File: config.mk
export PLATFORM = sky130hd
export DESIGN_NAME = uart_core
export DESIGN_NICKNAME = d
export VERILOG_FILES = /design/src/logic/baud_gen.v /design/src/logic/sync_fifo.v /design/src/logic/uart_core.v
export VERILOG_INCLUDE_DIRS = /design/src /design/src/logic
export SDC_FILE = /design/constraint.sdc
export NUM_CORES = 2
export LEC_CHECK = 0
export BUFFER_PORTS_ARGS = -buffer_cell sky130_fd_sc_hd__buf_2
export CORE_MARGIN = 3
export CORE_UTILIZATION = 40
export CTS_CLUSTER_SIZE = 30
export DETAILED_ROUTE_END_ITERATION = 10
export SYNTH_ARGS = -nofsm -noshare
export SYNTH_HDL_FRONTEND = slang
export SYNTH_SLANG_ARGS = --single-unit
File: constraint.sdc
create_clock -name clk -period 5.2 [get_ports clk]
set_input_delay 0.26 -clock clk [delete_from_list [all_inputs] [get_ports clk]]
set_output_delay 0.26 -clock clk [all_outputs]
set_load 0.05 [all_outputs]
File: src/logic/uart_regs.vh
// constants for the uart transmit/receive datapath
`ifndef UART_REGS_VH
`define UART_REGS_VH
// ****************************************
// register select codes on the host port
// ****************************************
`define SEL_HOLDING     4'h0
`define SEL_INT_ENABLE  4'h1
`define SEL_INT_STATUS  4'h2
`define SEL_FIFO_CTRL   4'h2
`define SEL_LINE_CTRL   4'h3
`define SEL_MODEM_CTRL  4'h4
`define SEL_LINE_STATUS 4'h5
`define SEL_TX_DIV_LOW  4'h8
`define SEL_TX_DIV_HIGH 4'h9
`define SEL_TX_DIV_FRAC 4'hA
`define SEL_RX_DIV_LOW  4'hC
`define SEL_RX_DIV_HIGH 4'hD
`define SEL_RX_DIV_FRAC 4'hE
// ****************************************
// reset values
// ****************************************
`define RST_DIV_LOW     8'h01
`define RST_DIV_HIGH    8'h00
`define RST_DIV_FRAC    8'h00
`define RST_ZERO        8'h00
// ****************************************
// field positions
// ****************************************
`define FCR_ENABLE      0
`define FCR_RX_FLUSH    1
`define FCR_TX_FLUSH    2
`define IER_RX_DATA     0
`define IER_TX_EMPTY    1
`define MCR_PRESCALE    7
`define LCR_STOP2       2
`define LCR_PARITY_EN   3
`define LCR_PARITY_EVEN 4
`define LSR_DATA_READY  0
`define LSR_OVERRUN     1
`define LSR_THR_EMPTY   5
`define LSR_TX_EMPTY    6
// ****************************************
// oversampling modes and interrupt codes
// ****************************************
`define MODE_16X        2'b00
`define MODE_8X         2'b01
`define MODE_4X         2'b10
`define ISR_NONE        8'h01
`define ISR_TX_EMPTY    8'h02
`define ISR_RX_DATA     8'h04
`define ISR_RX_TIMEOUT  8'h0C
// ****************************************
// receive trigger levels, timeout and fifo depth
// ****************************************
`define TRIG_LVL0       8'h08
`define TRIG_LVL1       8'h10
`define TRIG_LVL2       8'h38
`define TRIG_LVL3       8'h3C
`define TIMEOUT_WORDS   4
`define TIMEOUT_BITS    12
`define FIFO_DEPTH      8'h80
`endif

File: src/logic/baud_gen.v
// fractional baud rate generator giving the sampling clock tick
`timescale 1ns/1ns
module baud_gen (
  input  wire        clk,
  input  wire        nrst,
  input  wire        presc4,   // divide input clock by 4 first
  input  wire [15:0] div_int,  // integer divisor
  input  wire [3:0]  div_frac, // sixteenths
  output reg         tick      // one-cycle sampling clock pulse
);
  reg  [1:0]  pre_q;            // prescaler count
  reg  [16:0] cnt_q;            // prescaled clocks in this period
  reg  [3:0]  acc_q;            // fraction accumulator
  wire        pre_en;
  wire [4:0]  sum;
  wire [16:0] base;
  wire [16:0] limit;
  assign pre_en = ~presc4 | (pre_q == 2'h3);
  assign sum    = {1'b0, acc_q} + {1'b0, div_frac};
  assign base   = (div_int == 16'h0000) ? 17'h00001 : {1'b0, div_int};
  // carry of the accumulator stretches this period by one prescaled clock (four input clocks with presc4)
  assign limit  = base + {16'h0000, sum[4]};
  // ****************************************
  // prescaler and divider
  // ****************************************
  always @(posedge clk or negedge nrst)
  begin
    if (!nrst)
    begin
      pre_q <= 2'h0;
      cnt_q <= 17'h00000;
      acc_q <= 4'h0;
      tick  <= 1'b0;
    end
    else
    begin
      pre_q <= pre_q + 2'h1;  // free running divide by 4
      tick  <= 1'b0;
      if (pre_en)
      begin
        if (cnt_q >= limit - 17'h00001)
        begin
          cnt_q <= 17'h00000;
          acc_q <= sum[3:0];  // average period is integer plus sixteenths
          tick  <= 1'b1;
        end
        else
          cnt_q <= cnt_q + 17'h00001;
      end
    end
  end
endmodule

File: src/logic/sync_fifo.v
// 128-entry synchronous fifo with head presented combinationally
`timescale 1ns/1ns
`include "uart_regs.vh"
module sync_fifo #(
  parameter W = 8
) (
  input  wire         clk,
  input  wire         nrst,
  input  wire         flush,  // empty the fifo
  input  wire         push,   // store din
  input  wire [W-1:0] din,
  input  wire         pop,    // drop the head
  output wire [W-1:0] dout,   // oldest entry
  output reg  [7:0]   count,  // entries held
  output wire         empty,
  output wire         full
);
  reg  [W-1:0] mem [0:127];   // storage
  reg  [6:0]   wr_q;          // write pointer
  reg  [6:0]   rd_q;          // read pointer
  wire         do_push;
  wire         do_pop;
  assign empty   = (count == 8'h00);
  assign full    = (count == `FIFO_DEPTH);
  assign do_push = push & ~full;
  assign do_pop  = pop & ~empty;
  assign dout    = mem[rd_q];
  // storage write
  always @(posedge clk)
  begin
    if (do_push)
      mem[wr_q] <= din;
  end
  // ****************************************
  // pointers and count
  // ****************************************
  always @(posedge clk or negedge nrst)
  begin
    if (!nrst)
    begin
      wr_q  <= 7'h00;
      rd_q  <= 7'h00;
      count <= 8'h00;
    end
    else if (flush)
    begin
      wr_q  <= 7'h00;
      rd_q  <= 7'h00;
      count <= 8'h00;
    end
    else
    begin
      if (do_push)
        wr_q <= wr_q + 7'h01;
      if (do_pop)
        rd_q <= rd_q + 7'h01;
      count <= count + {7'h00, do_push} - {7'h00, do_pop};
    end
  end
endmodule

File: src/logic/uart_core.v
// uart transmit and receive datapath with independent baud generators
`timescale 1ns/1ns
`include "uart_regs.vh"
module uart_core (
  input  wire       clk,
  input  wire       nrst,
  input  wire       reg_wr,         // host write strobe
  input  wire       reg_rd,         // host read strobe
  input  wire [3:0] reg_sel,        // register select
  input  wire [7:0] reg_wdata,      // host write data
  output reg  [7:0] reg_rdata,      // host read data
  input  wire       rx_in,          // serial receive line
  output reg        tx_out,         // serial transmit line
  output wire       int_pending     // an interrupt is pending
);
  // ****************************************
  // states and helpers
  // ****************************************
  localparam S_IDLE  = 3'd0;
  localparam S_START = 3'd1;
  localparam S_DATA  = 3'd2;
  localparam S_PAR   = 3'd3;
  localparam S_STOP  = 3'd4;
  localparam S_STOP2 = 3'd5;
  // sampling ticks per bit for a mode field
  function [4:0] bit_ticks;
    input [1:0] m;
    begin
      case (m)
        `MODE_8X: bit_ticks = 5'd8;
        `MODE_4X: bit_ticks = 5'd4;
        default:  bit_ticks = 5'd16;
      endcase
    end
  endfunction
  // parity over the active word bits
  function par_of;
    input [7:0] d;
    input [1:0] wl;
    input       even;
    reg   [7:0] m;
    begin
      m      = d & (8'hFF >> (2'd3 - wl));
      par_of = even ? ^m : ~^m;
    end
  endfunction
  // ****************************************
  // control registers
  // ****************************************
  reg  [7:0] ier_q;                 // interrupt_enable
  reg  [7:0] fcr_q;                 // fifo_control
  reg  [7:0] lcr_q;                 // line_control
  reg  [7:0] mcr_q;                 // modem_control
  reg  [7:0] tdl_q, tdm_q, tdd_q;   // transmit divisor
  reg  [7:0] rdl_q, rdm_q, rdd_q;   // receive divisor
  wire       fifo_en = fcr_q[`FCR_ENABLE];
  wire       wr_hold = reg_wr & (reg_sel == `SEL_HOLDING);
  wire       wr_fcr  = reg_wr & (reg_sel == `SEL_FIFO_CTRL);
  wire       rd_hold = reg_rd & (reg_sel == `SEL_HOLDING);
  wire       rd_lsr  = reg_rd & (reg_sel == `SEL_LINE_STATUS);
  // register writes
  always @(posedge clk or negedge nrst)
  begin
    if (!nrst)
    begin
      ier_q <= `RST_ZERO;
      fcr_q <= `RST_ZERO;
      lcr_q <= `RST_ZERO;
      mcr_q <= `RST_ZERO;
      tdl_q <= `RST_DIV_LOW;
      tdm_q <= `RST_DIV_HIGH;
      tdd_q <= `RST_DIV_FRAC;
      rdl_q <= `RST_DIV_LOW;
      rdm_q <= `RST_DIV_HIGH;
      rdd_q <= `RST_DIV_FRAC;
    end
    else if (reg_wr)
    begin
      case (reg_sel)
        `SEL_INT_ENABLE:  ier_q <= reg_wdata;
        `SEL_FIFO_CTRL:   fcr_q <= reg_wdata & 8'hF9;  // flush bits self clear
        `SEL_LINE_CTRL:   lcr_q <= reg_wdata;
        `SEL_MODEM_CTRL:  mcr_q <= reg_wdata;
        `SEL_TX_DIV_LOW:  tdl_q <= reg_wdata;
        `SEL_TX_DIV_HIGH: tdm_q <= reg_wdata;
        `SEL_TX_DIV_FRAC: tdd_q <= reg_wdata;
        `SEL_RX_DIV_LOW:  rdl_q <= reg_wdata;
        `SEL_RX_DIV_HIGH: rdm_q <= reg_wdata;
        `SEL_RX_DIV_FRAC: rdd_q <= reg_wdata;
        default:          ;
      endcase
    end
  end
  // fifos flush on request or when fifo mode changes
  wire mode_chg = wr_fcr & (reg_wdata[`FCR_ENABLE] != fifo_en);
  wire tx_flush = wr_fcr & (reg_wdata[`FCR_TX_FLUSH] | mode_chg);
  wire rx_flush = wr_fcr & (reg_wdata[`FCR_RX_FLUSH] | mode_chg);
  // ****************************************
  // baud generators, one per direction
  // ****************************************
  wire tx_tick;
  wire rx_tick;
  // transmit generator
  baud_gen u_tx_brg (
    .clk      (clk),
    .nrst     (nrst),
    .presc4   (mcr_q[`MCR_PRESCALE]),
    .div_int  ({tdm_q, tdl_q}),
    .div_frac (tdd_q[3:0]),
    .tick     (tx_tick)
  );
  // receive generator
  baud_gen u_rx_brg (
    .clk      (clk),
    .nrst     (nrst),
    .presc4   (mcr_q[`MCR_PRESCALE]),
    .div_int  ({rdm_q, rdl_q}),
    .div_frac (rdd_q[3:0]),
    .tick     (rx_tick)
  );
  // ****************************************
  // transmit path
  // ****************************************
  wire [7:0] txf_dout;
  wire [7:0] txf_cnt;
  wire       txf_empty;
  wire       txf_full;
  reg        tx_pop;
  // non-fifo mode holds a single byte
  wire       tx_room = fifo_en ? ~txf_full : txf_empty;
  // holding write stores byte, pointer advances
  sync_fifo #(.W(8)) u_tx_fifo (
    .clk   (clk),
    .nrst  (nrst),
    .flush (tx_flush),
    .push  (wr_hold & tx_room),
    .din   (reg_wdata),
    .pop   (tx_pop),
    .dout  (txf_dout),
    .count (txf_cnt),
    .empty (txf_empty),
    .full  (txf_full)
  );
  reg  [2:0] ts_q;        // transmit state
  reg  [7:0] tsr_q;       // tx_shifter
  reg  [4:0] tcnt_q;      // ticks within bit
  reg  [2:0] tbit_q;      // data bit index
  reg        tpar_q;      // parity to send
  wire [4:0] t_tpb   = bit_ticks(tdd_q[5:4]);
  wire       t_end   = tx_tick & (tcnt_q == t_tpb - 5'd1);
  wire [2:0] t_last  = {1'b1, lcr_q[1:0]};
  // transmit sequencer
  always @(posedge clk or negedge nrst)
  begin
    if (!nrst)
    begin
      ts_q   <= S_IDLE;
      tsr_q  <= 8'h00;
      tcnt_q <= 5'd0;
      tbit_q <= 3'd0;
      tpar_q <= 1'b0;
      tx_out <= 1'b1;
      tx_pop <= 1'b0;
    end
    else
    begin
      tx_pop <= 1'b0;
      if (tx_tick)
        tcnt_q <= t_end ? 5'd0 : tcnt_q + 5'd1;
      case (ts_q)
        S_IDLE:
        begin
          tx_out <= 1'b1;
          if (~txf_empty & ~tx_pop & tx_tick)
          begin
            // byte moves into shifter, fifo head is popped on the next cycle
            tsr_q  <= txf_dout;
            tpar_q <= par_of(txf_dout, lcr_q[1:0], lcr_q[`LCR_PARITY_EVEN]);
            tx_pop <= 1'b1;
            tcnt_q <= 5'd0;  // the load tick opens the start bit
            tx_out <= 1'b0;  // start bit
            ts_q   <= S_START;
          end
        end
        S_START:
          if (t_end)
          begin
            tx_out <= tsr_q[0];  // bit 0 first
            tsr_q  <= tsr_q >> 1;
            tbit_q <= 3'd0;
            ts_q   <= S_DATA;
          end
        S_DATA:
          if (t_end)
          begin
            if (tbit_q == t_last)
            begin
              // word length is 5 plus the field
              tbit_q <= 3'd0;
              if (lcr_q[`LCR_PARITY_EN])
              begin
                tx_out <= tpar_q;
                ts_q   <= S_PAR;
              end
              else
              begin
                tx_out <= 1'b1;
                ts_q   <= S_STOP;
              end
            end
            else
            begin
              tx_out <= tsr_q[0];
              tsr_q  <= tsr_q >> 1;
              tbit_q <= tbit_q + 3'd1;
            end
          end
        S_PAR:
          if (t_end)
          begin
            tx_out <= 1'b1;
            ts_q   <= S_STOP;
          end
        S_STOP:
          if (t_end)
            ts_q <= lcr_q[`LCR_STOP2] ? S_STOP2 : S_IDLE;
        S_STOP2:
          if (t_end)
            ts_q <= S_IDLE;
        default:
          ts_q <= S_IDLE;
      endcase
    end
  end
  // holding empty and transmitter empty flags
  wire thr_empty = txf_empty;
  wire tx_empty  = txf_empty & (ts_q == S_IDLE);
  // ****************************************
  // receive path
  // ****************************************
  reg  [2:0]  rs_q;       // receive state
  reg  [7:0]  rsr_q;      // rx_shifter
  reg  [4:0]  rcnt_q;     // ticks within bit
  reg  [2:0]  rbit_q;     // data bit index
  reg         rline_q;    // previous line level
  reg         rpe_q;      // parity mismatch seen
  reg         rpush_q;    // character complete
  reg  [10:0] rword_q;    // character with tags
  wire [4:0]  r_tpb  = bit_ticks(rdd_q[5:4]);
  wire        r_half = rx_tick & (rcnt_q == (r_tpb >> 1) - 5'd1);
  wire        r_full = rx_tick & (rcnt_q == r_tpb - 5'd1);
  wire [7:0]  r_data = rsr_q >> (2'd3 - lcr_q[1:0]);
  // receive sequencer
  always @(posedge clk or negedge nrst)
  begin
    if (!nrst)
    begin
      rs_q    <= S_IDLE;
      rsr_q   <= 8'h00;
      rcnt_q  <= 5'd0;
      rbit_q  <= 3'd0;
      rline_q <= 1'b1;
      rpe_q   <= 1'b0;
      rpush_q <= 1'b0;
      rword_q <= 11'h000;
    end
    else
    begin
      rline_q <= rx_in;
      rpush_q <= 1'b0;
      if (rx_tick)
        rcnt_q <= rcnt_q + 5'd1;
      case (rs_q)
        S_IDLE:
          if (rline_q & ~rx_in)
          begin
            // falling edge starts the counter
            rcnt_q <= 5'd0;
            rs_q   <= S_START;
          end
        S_START:
          if (r_half)
          begin
            rcnt_q <= 5'd0;
            rbit_q <= 3'd0;
            rpe_q  <= 1'b0;
            rs_q   <= rx_in ? S_IDLE : S_DATA;  // false start dropped
          end
        S_DATA:
          if (r_full)
          begin
            // one bit time after previous sample
            rcnt_q <= 5'd0;
            rsr_q  <= {rx_in, rsr_q[7:1]};
            rbit_q <= rbit_q + 3'd1;
            if (rbit_q == {1'b1, lcr_q[1:0]})
              rs_q <= lcr_q[`LCR_PARITY_EN] ? S_PAR : S_STOP;
          end
        S_PAR:
          if (r_full)
          begin
            rcnt_q <= 5'd0;
            // parity mismatch tag
            rpe_q  <= rx_in != par_of(r_data, lcr_q[1:0], lcr_q[`LCR_PARITY_EVEN]);
            rs_q   <= S_STOP;
          end
        S_STOP:
          if (r_full)
          begin
            // tags: break, framing, parity
            rword_q <= {~rx_in & (r_data == 8'h00), ~rx_in, rpe_q, r_data};
            rpush_q <= 1'b1;
            rs_q    <= S_IDLE;
          end
        default:
          rs_q <= S_IDLE;
      endcase
    end
  end
  wire [10:0] rxf_dout;
  wire [7:0]  rxf_cnt;
  wire        rxf_empty;
  wire        rxf_full;
  wire        rx_room = fifo_en ? ~rxf_full : rxf_empty;
  // 128 by 11 receive fifo, oldest at the head
  sync_fifo #(.W(11)) u_rx_fifo (
    .clk   (clk),
    .nrst  (nrst),
    .flush (rx_flush),
    .push  (rpush_q & rx_room),
    .din   (rword_q),
    .pop   (rd_hold),  // read advances pointer
    .dout  (rxf_dout),
    .count (rxf_cnt),
    .empty (rxf_empty),
    .full  (rxf_full)
  );
  // ****************************************
  // overrun, timeout and status
  // ****************************************
  reg        ovr_q;    // character lost to a full fifo, or to a held byte in non-fifo mode
  reg        tmo_q;    // receive timeout pending
  reg  [9:0] tocnt_q;  // receive ticks without activity
  wire [4:0] wbits   = {2'b00, lcr_q[1:0]} + 5'd5;
  // four word lengths plus twelve bits, in ticks
  wire [31:0] to_all = (wbits * `TIMEOUT_WORDS + `TIMEOUT_BITS) * r_tpb;
  wire [9:0] to_lim  = to_all[9:0];  // at most 704 ticks, fits ten bits
  // overrun and timeout tracking; overrun set wins over clear, timeout clear wins over set
  always @(posedge clk or negedge nrst)
  begin
    if (!nrst)
    begin
      ovr_q   <= 1'b0;
      tmo_q   <= 1'b0;
      tocnt_q <= 10'd0;
    end
    else
    begin
      if (rpush_q & ~rx_room)
        ovr_q <= 1'b1;
      else if (rd_lsr)
        ovr_q <= 1'b0;
      if (rpush_q | rd_hold | rxf_empty)
        tocnt_q <= 10'd0;  // activity restarts the wait
      else if (rx_tick & (tocnt_q != to_lim))
        tocnt_q <= tocnt_q + 10'd1;
      if (~rxf_empty & (tocnt_q == to_lim) & ~rpush_q & ~rd_hold)
        tmo_q <= 1'b1;
      else if (rd_hold | rxf_empty)
        tmo_q <= 1'b0;
    end
  end
  // trigger level from fifo control bits 7:6, one in non-fifo mode
  reg [7:0] trig;
  always @*
  begin
    case (fcr_q[7:6])
      2'b00:   trig = `TRIG_LVL0;
      2'b01:   trig = `TRIG_LVL1;
      2'b10:   trig = `TRIG_LVL2;
      default: trig = `TRIG_LVL3;
    endcase
    if (!fifo_en)
      trig = 8'h01;
  end
  // line status; tags follow the current head
  wire [2:0] tags = rxf_empty ? 3'b000 : rxf_dout[10:8];
  wire [7:0] line_status  = {1'b0, tx_empty, thr_empty, tags, ovr_q, ~rxf_empty};
  // interrupt status by priority
  reg  [7:0] interrupt_status;
  always @*
  begin
    interrupt_status = `ISR_NONE;
    if (ier_q[`IER_TX_EMPTY] & thr_empty)
      interrupt_status = `ISR_TX_EMPTY;
    if (ier_q[`IER_RX_DATA] & (rxf_cnt >= trig))
      interrupt_status = `ISR_RX_DATA;
    if (ier_q[`IER_RX_DATA] & tmo_q)
      interrupt_status = `ISR_RX_TIMEOUT;
  end
  assign int_pending = ~interrupt_status[0];
  // ****************************************
  // read data
  // ****************************************
  always @(posedge clk or negedge nrst)
  begin
    if (!nrst)
      reg_rdata <= 8'h00;
    else if (reg_rd)
    begin
      case (reg_sel)
        `SEL_HOLDING:     reg_rdata <= rxf_dout[7:0];
        `SEL_INT_ENABLE:  reg_rdata <= ier_q;
        `SEL_INT_STATUS:  reg_rdata <= interrupt_status;
        `SEL_LINE_CTRL:   reg_rdata <= lcr_q;
        `SEL_MODEM_CTRL:  reg_rdata <= mcr_q;
        `SEL_LINE_STATUS: reg_rdata <= line_status;
        `SEL_TX_DIV_LOW:  reg_rdata <= tdl_q;
        `SEL_TX_DIV_HIGH: reg_rdata <= tdm_q;
        `SEL_TX_DIV_FRAC: reg_rdata <= tdd_q;
        `SEL_RX_DIV_LOW:  reg_rdata <= rdl_q;
        `SEL_RX_DIV_HIGH: reg_rdata <= rdm_q;
        `SEL_RX_DIV_FRAC: reg_rdata <= rdd_q;
        default:          reg_rdata <= 8'h00;
      endcase
    end
  end
endmodule

**After elaboration in Yosys (flattened, before gate mapping)**

Memory sizes are Yosys's and may differ from the RTL's.
Cells that the tools add are included.
W data, S select, Z words.

- Bits in registers: 245
- Latch bits: 0
- Memory bits (writable): 2,432
- Bits in read-only memories: 0
- Input bits: 17
- Word-level logic and storage cells: 323
- Memories kept: 2

Memory list:

| memory | words | bits a word | rd ports | clocked after memory_dff | wr ports | line | text |
|---|---|---|---|---|---|---|---|
| u_rx_fifo.mem | 128 | 11 | 1 | 0 | 1 | sync_fifo.v:18 | `reg [W-1:0] mem [0:127];` |
| u_tx_fifo.mem | 128 | 8 | 1 | 0 | 1 | sync_fifo.v:18 |  |

- Add/sub/neg operators: 29
- Multiply operators: 1
- Div/mod/pow operators: 0
- Magnitude comparators: 3
- Eq/ne operators: 53
- Shifts and indexed selects: 2
- Multiplexer cells: 93
- Bitwise gates (word level): 49
- Reductions and logical operators: 48

Operator list:

| kind | number |
|---|---|
| $pmux W8 S12 | 1 |
| $mux W8 | 9 |
| $mux W3 | 20 |
| $mux W7 | 8 |
| $mux W5 | 8 |
| $add A17 B1 Y17 | 2 |
| $add A17 B1 Y17 const B | 2 |
| $ge A17 B17 Y1 | 2 |
| $mux W17 | 2 |
| $sub A17 B1 Y17 const B | 2 |
| $logic_not A16 Y1 | 2 |
| $mux W16 | 2 |
| $reduce_and A2 Y1 | 15 |
| $and A1 B1 Y1 | 29 |
| $add A7 B1 Y7 const B | 4 |
| $mux W1 | 28 |
| $ne A2 B2 Y1 const B | 14 |
| $eq A4 B4 Y1 const B | 6 |
| $logic_not A8 Y1 | 3 |
| $pmux W8 S3 | 1 |
| $mux W10 | 2 |
| $pmux W5 S2 | 2 |
| $reduce_bool A2 Y1 | 10 |
| $pmux W3 S6 | 1 |
| 53 further kinds | 103 |

**Logic depth before layout (Yosys ltp)**

- Word-level depth: 9
- Depth in mapped cells: 21
- Depth with buffers taken out: 20

**Hierarchy**

Synthesis repeated with hierarchy kept, for this count alone.

- Cell total of the unflattened synthesis: 5,927
- Area total of the unflattened synthesis: 108,927.0 µm²

Modules (own cells, without submodules):

| module | times used | cells each | area each (µm²) |
|---|---|---|---|
| sync_fifo (u_rx_fifo) | 1 | 2,681 | 55,791.0 |
| sync_fifo (u_tx_fifo) | 1 | 2,040 | 40,965.5 |
| uart_core | 1 | 794 | 8,316.7 |
| baud_gen (u_rx_brg) | 1 | 209 | 1,949.4 |
| baud_gen (u_tx_brg) | 1 | 203 | 1,904.3 |

**Least setup slack after synthesis**

No wires, ideal clock.

- Path type: register to register
- Start: register rdm_q[3]
- End: register u_rx_brg.cnt_q[10]
- Setup time: 0.086 ns
- Arrival: 4.356 ns
- Data required time: 5.114 ns
- Path slack: 0.757 ns
- Stages on the path, launching flop included: 20
- Path through: dfrtp_1 -> or3_1 -> or4_1 -> nor3_1 -> a31oi_1 -> ha_1 -> ha_1 -> ha_1 -> nor2b_1 -> o21a_1 -> o21a_1 -> o21a_1 -> o21a_1 -> o21bai_1 -> a21oi_1 -> o31a_1 -> o211ai_1 -> a21oi_1 -> clkbuf_1 -> nor3_1

- Word-level cells in the longest chain between the ends: 6

Ends and longest elaborated chain:

| what | line | text |
|---|---|---|
| from (decl) | uart_core.v:55 | `reg [7:0] rdl_q, rdm_q, rdd_q;` |
| from (signal assigned) | uart_core.v:74 | `` rdm_q <= `RST_DIV_HIGH; `` |
| from (signal assigned) | uart_core.v:88 | `` `SEL_RX_DIV_HIGH: rdm_q <= reg_wdata; `` |
| $logic_not A16 Y1 | baud_gen.v:20 | `assign base = (div_int == 16'h0000) ? 17'h00001 : {1'b0, div_int};` |
| $mux W16 * | baud_gen.v:20 |  |
| $add A17 B1 Y17 * | baud_gen.v:22 | `assign limit = base + {16'h0000, sum[4]};` |
| $sub A17 B1 Y17 * | baud_gen.v:41 | `if (cnt_q >= limit - 17'h00001)` |
| $ge A17 B17 Y1 * | baud_gen.v:41 |  |
| $mux W17 * | baud_gen.v:41 |  |
| to (signal assigned) | baud_gen.v:48 | `cnt_q <= cnt_q + 17'h00001;` |
| to (decl) | baud_gen.v:12 | `reg [16:0] cnt_q;` |

Mark *: on every way between the ends. The rest lies on a longest branch, timed or not.
A chain may end at the register's enable or synchronous reset.

**Final worst setup path**

- Start: register rdm_q[3]
- End: register u_rx_brg.acc_q[3]

- Word-level cells in the longest chain between the ends: 6

Ends and longest elaborated chain:

| what | line | text |
|---|---|---|
| $logic_not A16 Y1 | baud_gen.v:20 |  |
| $mux W16 * | baud_gen.v:20 |  |
| $add A17 B1 Y17 * | baud_gen.v:22 |  |
| $sub A17 B1 Y17 * | baud_gen.v:41 |  |
| $ge A17 B17 Y1 * | baud_gen.v:41 |  |
| $reduce_and A2 Y1 (no source line) * | -- |  |
| to (signal assigned) | baud_gen.v:44 | `acc_q <= sum[3:0];` |
| to (decl) | baud_gen.v:13 | `reg [3:0] acc_q;` |

Marked as above.

==> impl_metrics.ini <==
[layout]
stdcell_count = 9504
drive_above_1_share_pct = 25.9
syn_to_final_growth_pct = 13.4
final_nets = 5872
fill_cells = 22500
layout_common_cells = edfxtp_1, mux4_2, nor2_1
regArea_um2 = 79200
multi_input_area_um2 = 27500
layout_commonest_cell = edfxtp_1

[run]
drv_cap = 0

[synth]
syn_nets = 5558
synthFlopType = edfxtp_1
synth_edf_count = 2432
ys.warnings.count = 0
synth_cells = 5429
synth.avg_cell_area_um2 = 19.9
synth-seq-area-share_pct = 73.1
ys_seq_elements = 2674
synth_area_leaders = edfxtp_1, mux4_2, dfrtp_1
synth_top_cell_by_area = edfxtp_1
yosysTopAreaCellShare_pct = 67.5
async_reset_ff_share_pct = 9.05
netlist_area_um2 = 108000
ys_types = 74

[worst_setup_path]
critPathSlowestCell = or4_1
crit_required_ns = 5.92
cp-start-kind = flip-flop
r2r_end = u_rx_brg.acc_q[3]
critPathLaunch = rdm_q[3]
cpMostUsedCell = o21a_1
end_kind = flip-flop
crit_arrival_ns = 5.32
reg2regPathDepth = 19
crit_path_max_fanout = 6
crit_path_cell_trace = or3_1 > or4_1 > nor3_1 > a31oi_1 > ha_1 > ha_1 > ha_1 > nor2b_1 > o21a_1 > o21a_1 > o21a_1 > o21a_1 > o21bai_1 > a21oi_1 > o31a_1 > o211ai_1 > buf_4 > a211oi_1 > a311o_1
timing.rr.start = rdm_q[3]
worst-r2r-setup-slack_ns = 0.60
worst_path_largest_cell_delay_ns = 0.44
critPathKind = flip-flop to flip-flop

[route]
drtIter0Drc = 5812
drt-total-wl_um = 260000
viasPerCell = 5.68
ant_nets = 0
first_pass_iters = 7
drc = 0
wl_per_cell_um = 27.3
vias = 54000

[hold_path]
min_path_cells = 1
worstHoldEndpoint = u_tx_fifo.mem[34][4]
hp-start = reg_wdata[4]
hp-class = primary input to flip-flop

[die]
die_x_um = 526
initial_core_util_pct = 40.3
die_h_um = 526
core-area_um2 = 269000
ios = 27
die_area_um2 = 277000
fp-row-count = 190

[placed_design]
port_buffers = 26
gp_congestion = 0.847
place_hpwl_um = 161000
placedCellCount = 9006

[global_routing]
antenna_found_initial = 12
grt_max_degree = 110
grt_pass1_vias = 55000
grt_overflow = 0
grt_pass1_wl_um = 386000
grt.total_usage_pct = 18.7

[sta]
setup_viol = 0
fin_crit_sh_pct = 88.4
fin_crit_ns = 4.60
hold_viol_final = 0
rsz0062_at_grt = false
tightest_slew_ns = 1.30
fmax_mhz = 217
setup-tns-final_ns = 0
max_slew_margin_pct = 13.2
hold_ws_ns = 0.0517
slew_viol_final = 0
skew_ns = 0.0434

[clock_tree]
cts_buffers = 278
clockBufferDepth = 4
cts.reportedPaths.clkPinSlew_ns = 0.07
cts.sinks = 2674
post-cts-setup-buffers = 0
ctsResizeCount = 0
clock_latency_ns = 0.84
postCtsHoldBufs = 9
cts_tree = done
cts_max_level = 5
cts_root_buf = clkbuf_16

[pwr]
p_leak_nw = 38.1
max-vdd-ir-drop_uv = 301
powerDensity_nw_per_um2 = 466
totalPowerFinal_w = 0.0572

[status]
status = complete, no violations
cells in the mapped netlist (all sizes together), types with 7 or more instances:
library cell and count:
a211oi 20, a21o 12, a21oi 72, a22oi 8, a31oi 15, and2 16
and3 17, buf 128, clkbuf 140, dfrtp 238, edfxtp 2432, ha 106
inv 72, mux2 95, mux2i 95, mux4 743, nand2 181, nand2b 7
nand3 86, nand4 25, nor2 419, nor2b 40, nor3 59, nor4 13
o211ai 8, o21a 19, o21ai 83, o21bai 11, o221ai 9, o22ai 23
or3 8, xnor2 73, xor2 66
critical path, delay by kind of cell, from the launching register on:
| kind | cells | cell delay (ns) |
|---|---|---|
| compound gates | 11 | 1.83 |
| simple gates | 4 | 1.24 |
| fa+ha+maj | 3 | 0.82 |
| flops | 1 | 0.41 |
| buf+inv | 1 | 0.18 |
cell families (layout without fill, tap and decap cells):
kind of cell,Yosys count,count (layout),share of synthesized area [%]
AO/OA/AOI/OAI,330,330,1.96
XOR/XNOR,140,140,1.15
adder cells (fa/ha/maj),112,112,1.34
buffers and inverters,343,864,1.49
flip-flops,2674,2674,73.1
multiplexers,933,933,17.3
other,0,2,0
AND/OR/NAND/NOR,897,897,3.67
through the flow:
| step | cell area, um2 | util (%) | setup WS (ns) |
|---|---|---|---|
| global route | 123000 | 45.7 | 0.216 |
| global placement | 114000 | 42.4 | 0.551 |
| floorplan | 108000 | - | 0.757 |
| CTS | 123000 | 45.7 | 0.615 |
| detailed placement | 114000 | 42.4 | 0.620 |
| finish | 123000 | 45.7 | 0.602 |
final cells by class:
cell class	count	area share, %
antenna	2	0.00408
clock buffer	353	6.05
clock inverter	134	0.979
inverter	75	0.231
multi-input combinational	2412	22.4
sequential	2674	64.5
tap	3552	3.62
timing repair buffer	302	2.14
flip-flops by register name (all words and copies together), names as in the netlist, 10 cells and up:
name / count
rword_q: 11
tocnt_q: 10
u_rx_brg.cnt_q: 17
u_rx_fifo.mem: 1408
u_tx_brg.cnt_q: 17
u_tx_fifo.mem: 1024
power by group:
part	switching [W]	leakage, nW	total [W]	internal, W
clock	0.00815	4.21	0.0191	0.0110
combinational	0.00685	9.97	0.0130	0.00611
sequential	0.000992	24.0	0.0251	0.0241
total	0.0160	38.1	0.0572	0.0412
how the worst max path moves through the flow:
stage,end,slack (ns)
final,u_rx_brg.acc_q[3],0.60
after global routing,u_tx_brg.cnt_q[5],0.22
after CTS,u_rx_brg.acc_q[3],0.61
after detailed placement,u_rx_brg.cnt_q[4],0.62
after global placement,u_rx_brg.acc_q[2],0.55
after floorplan,u_rx_brg.cnt_q[10],0.76
routing by layer:
layer / routed length [um] / share of wire, % / GRT usage [%]
met5: 12 / 0.0046 / 0
met4: 5490 / 2.1 / 4.44
met3: 17300 / 6.7 / 3.05
met2: 122000 / 47 / 28.9
met1: 115000 / 44 / 27.8
(Power assumes the default switching activity.)
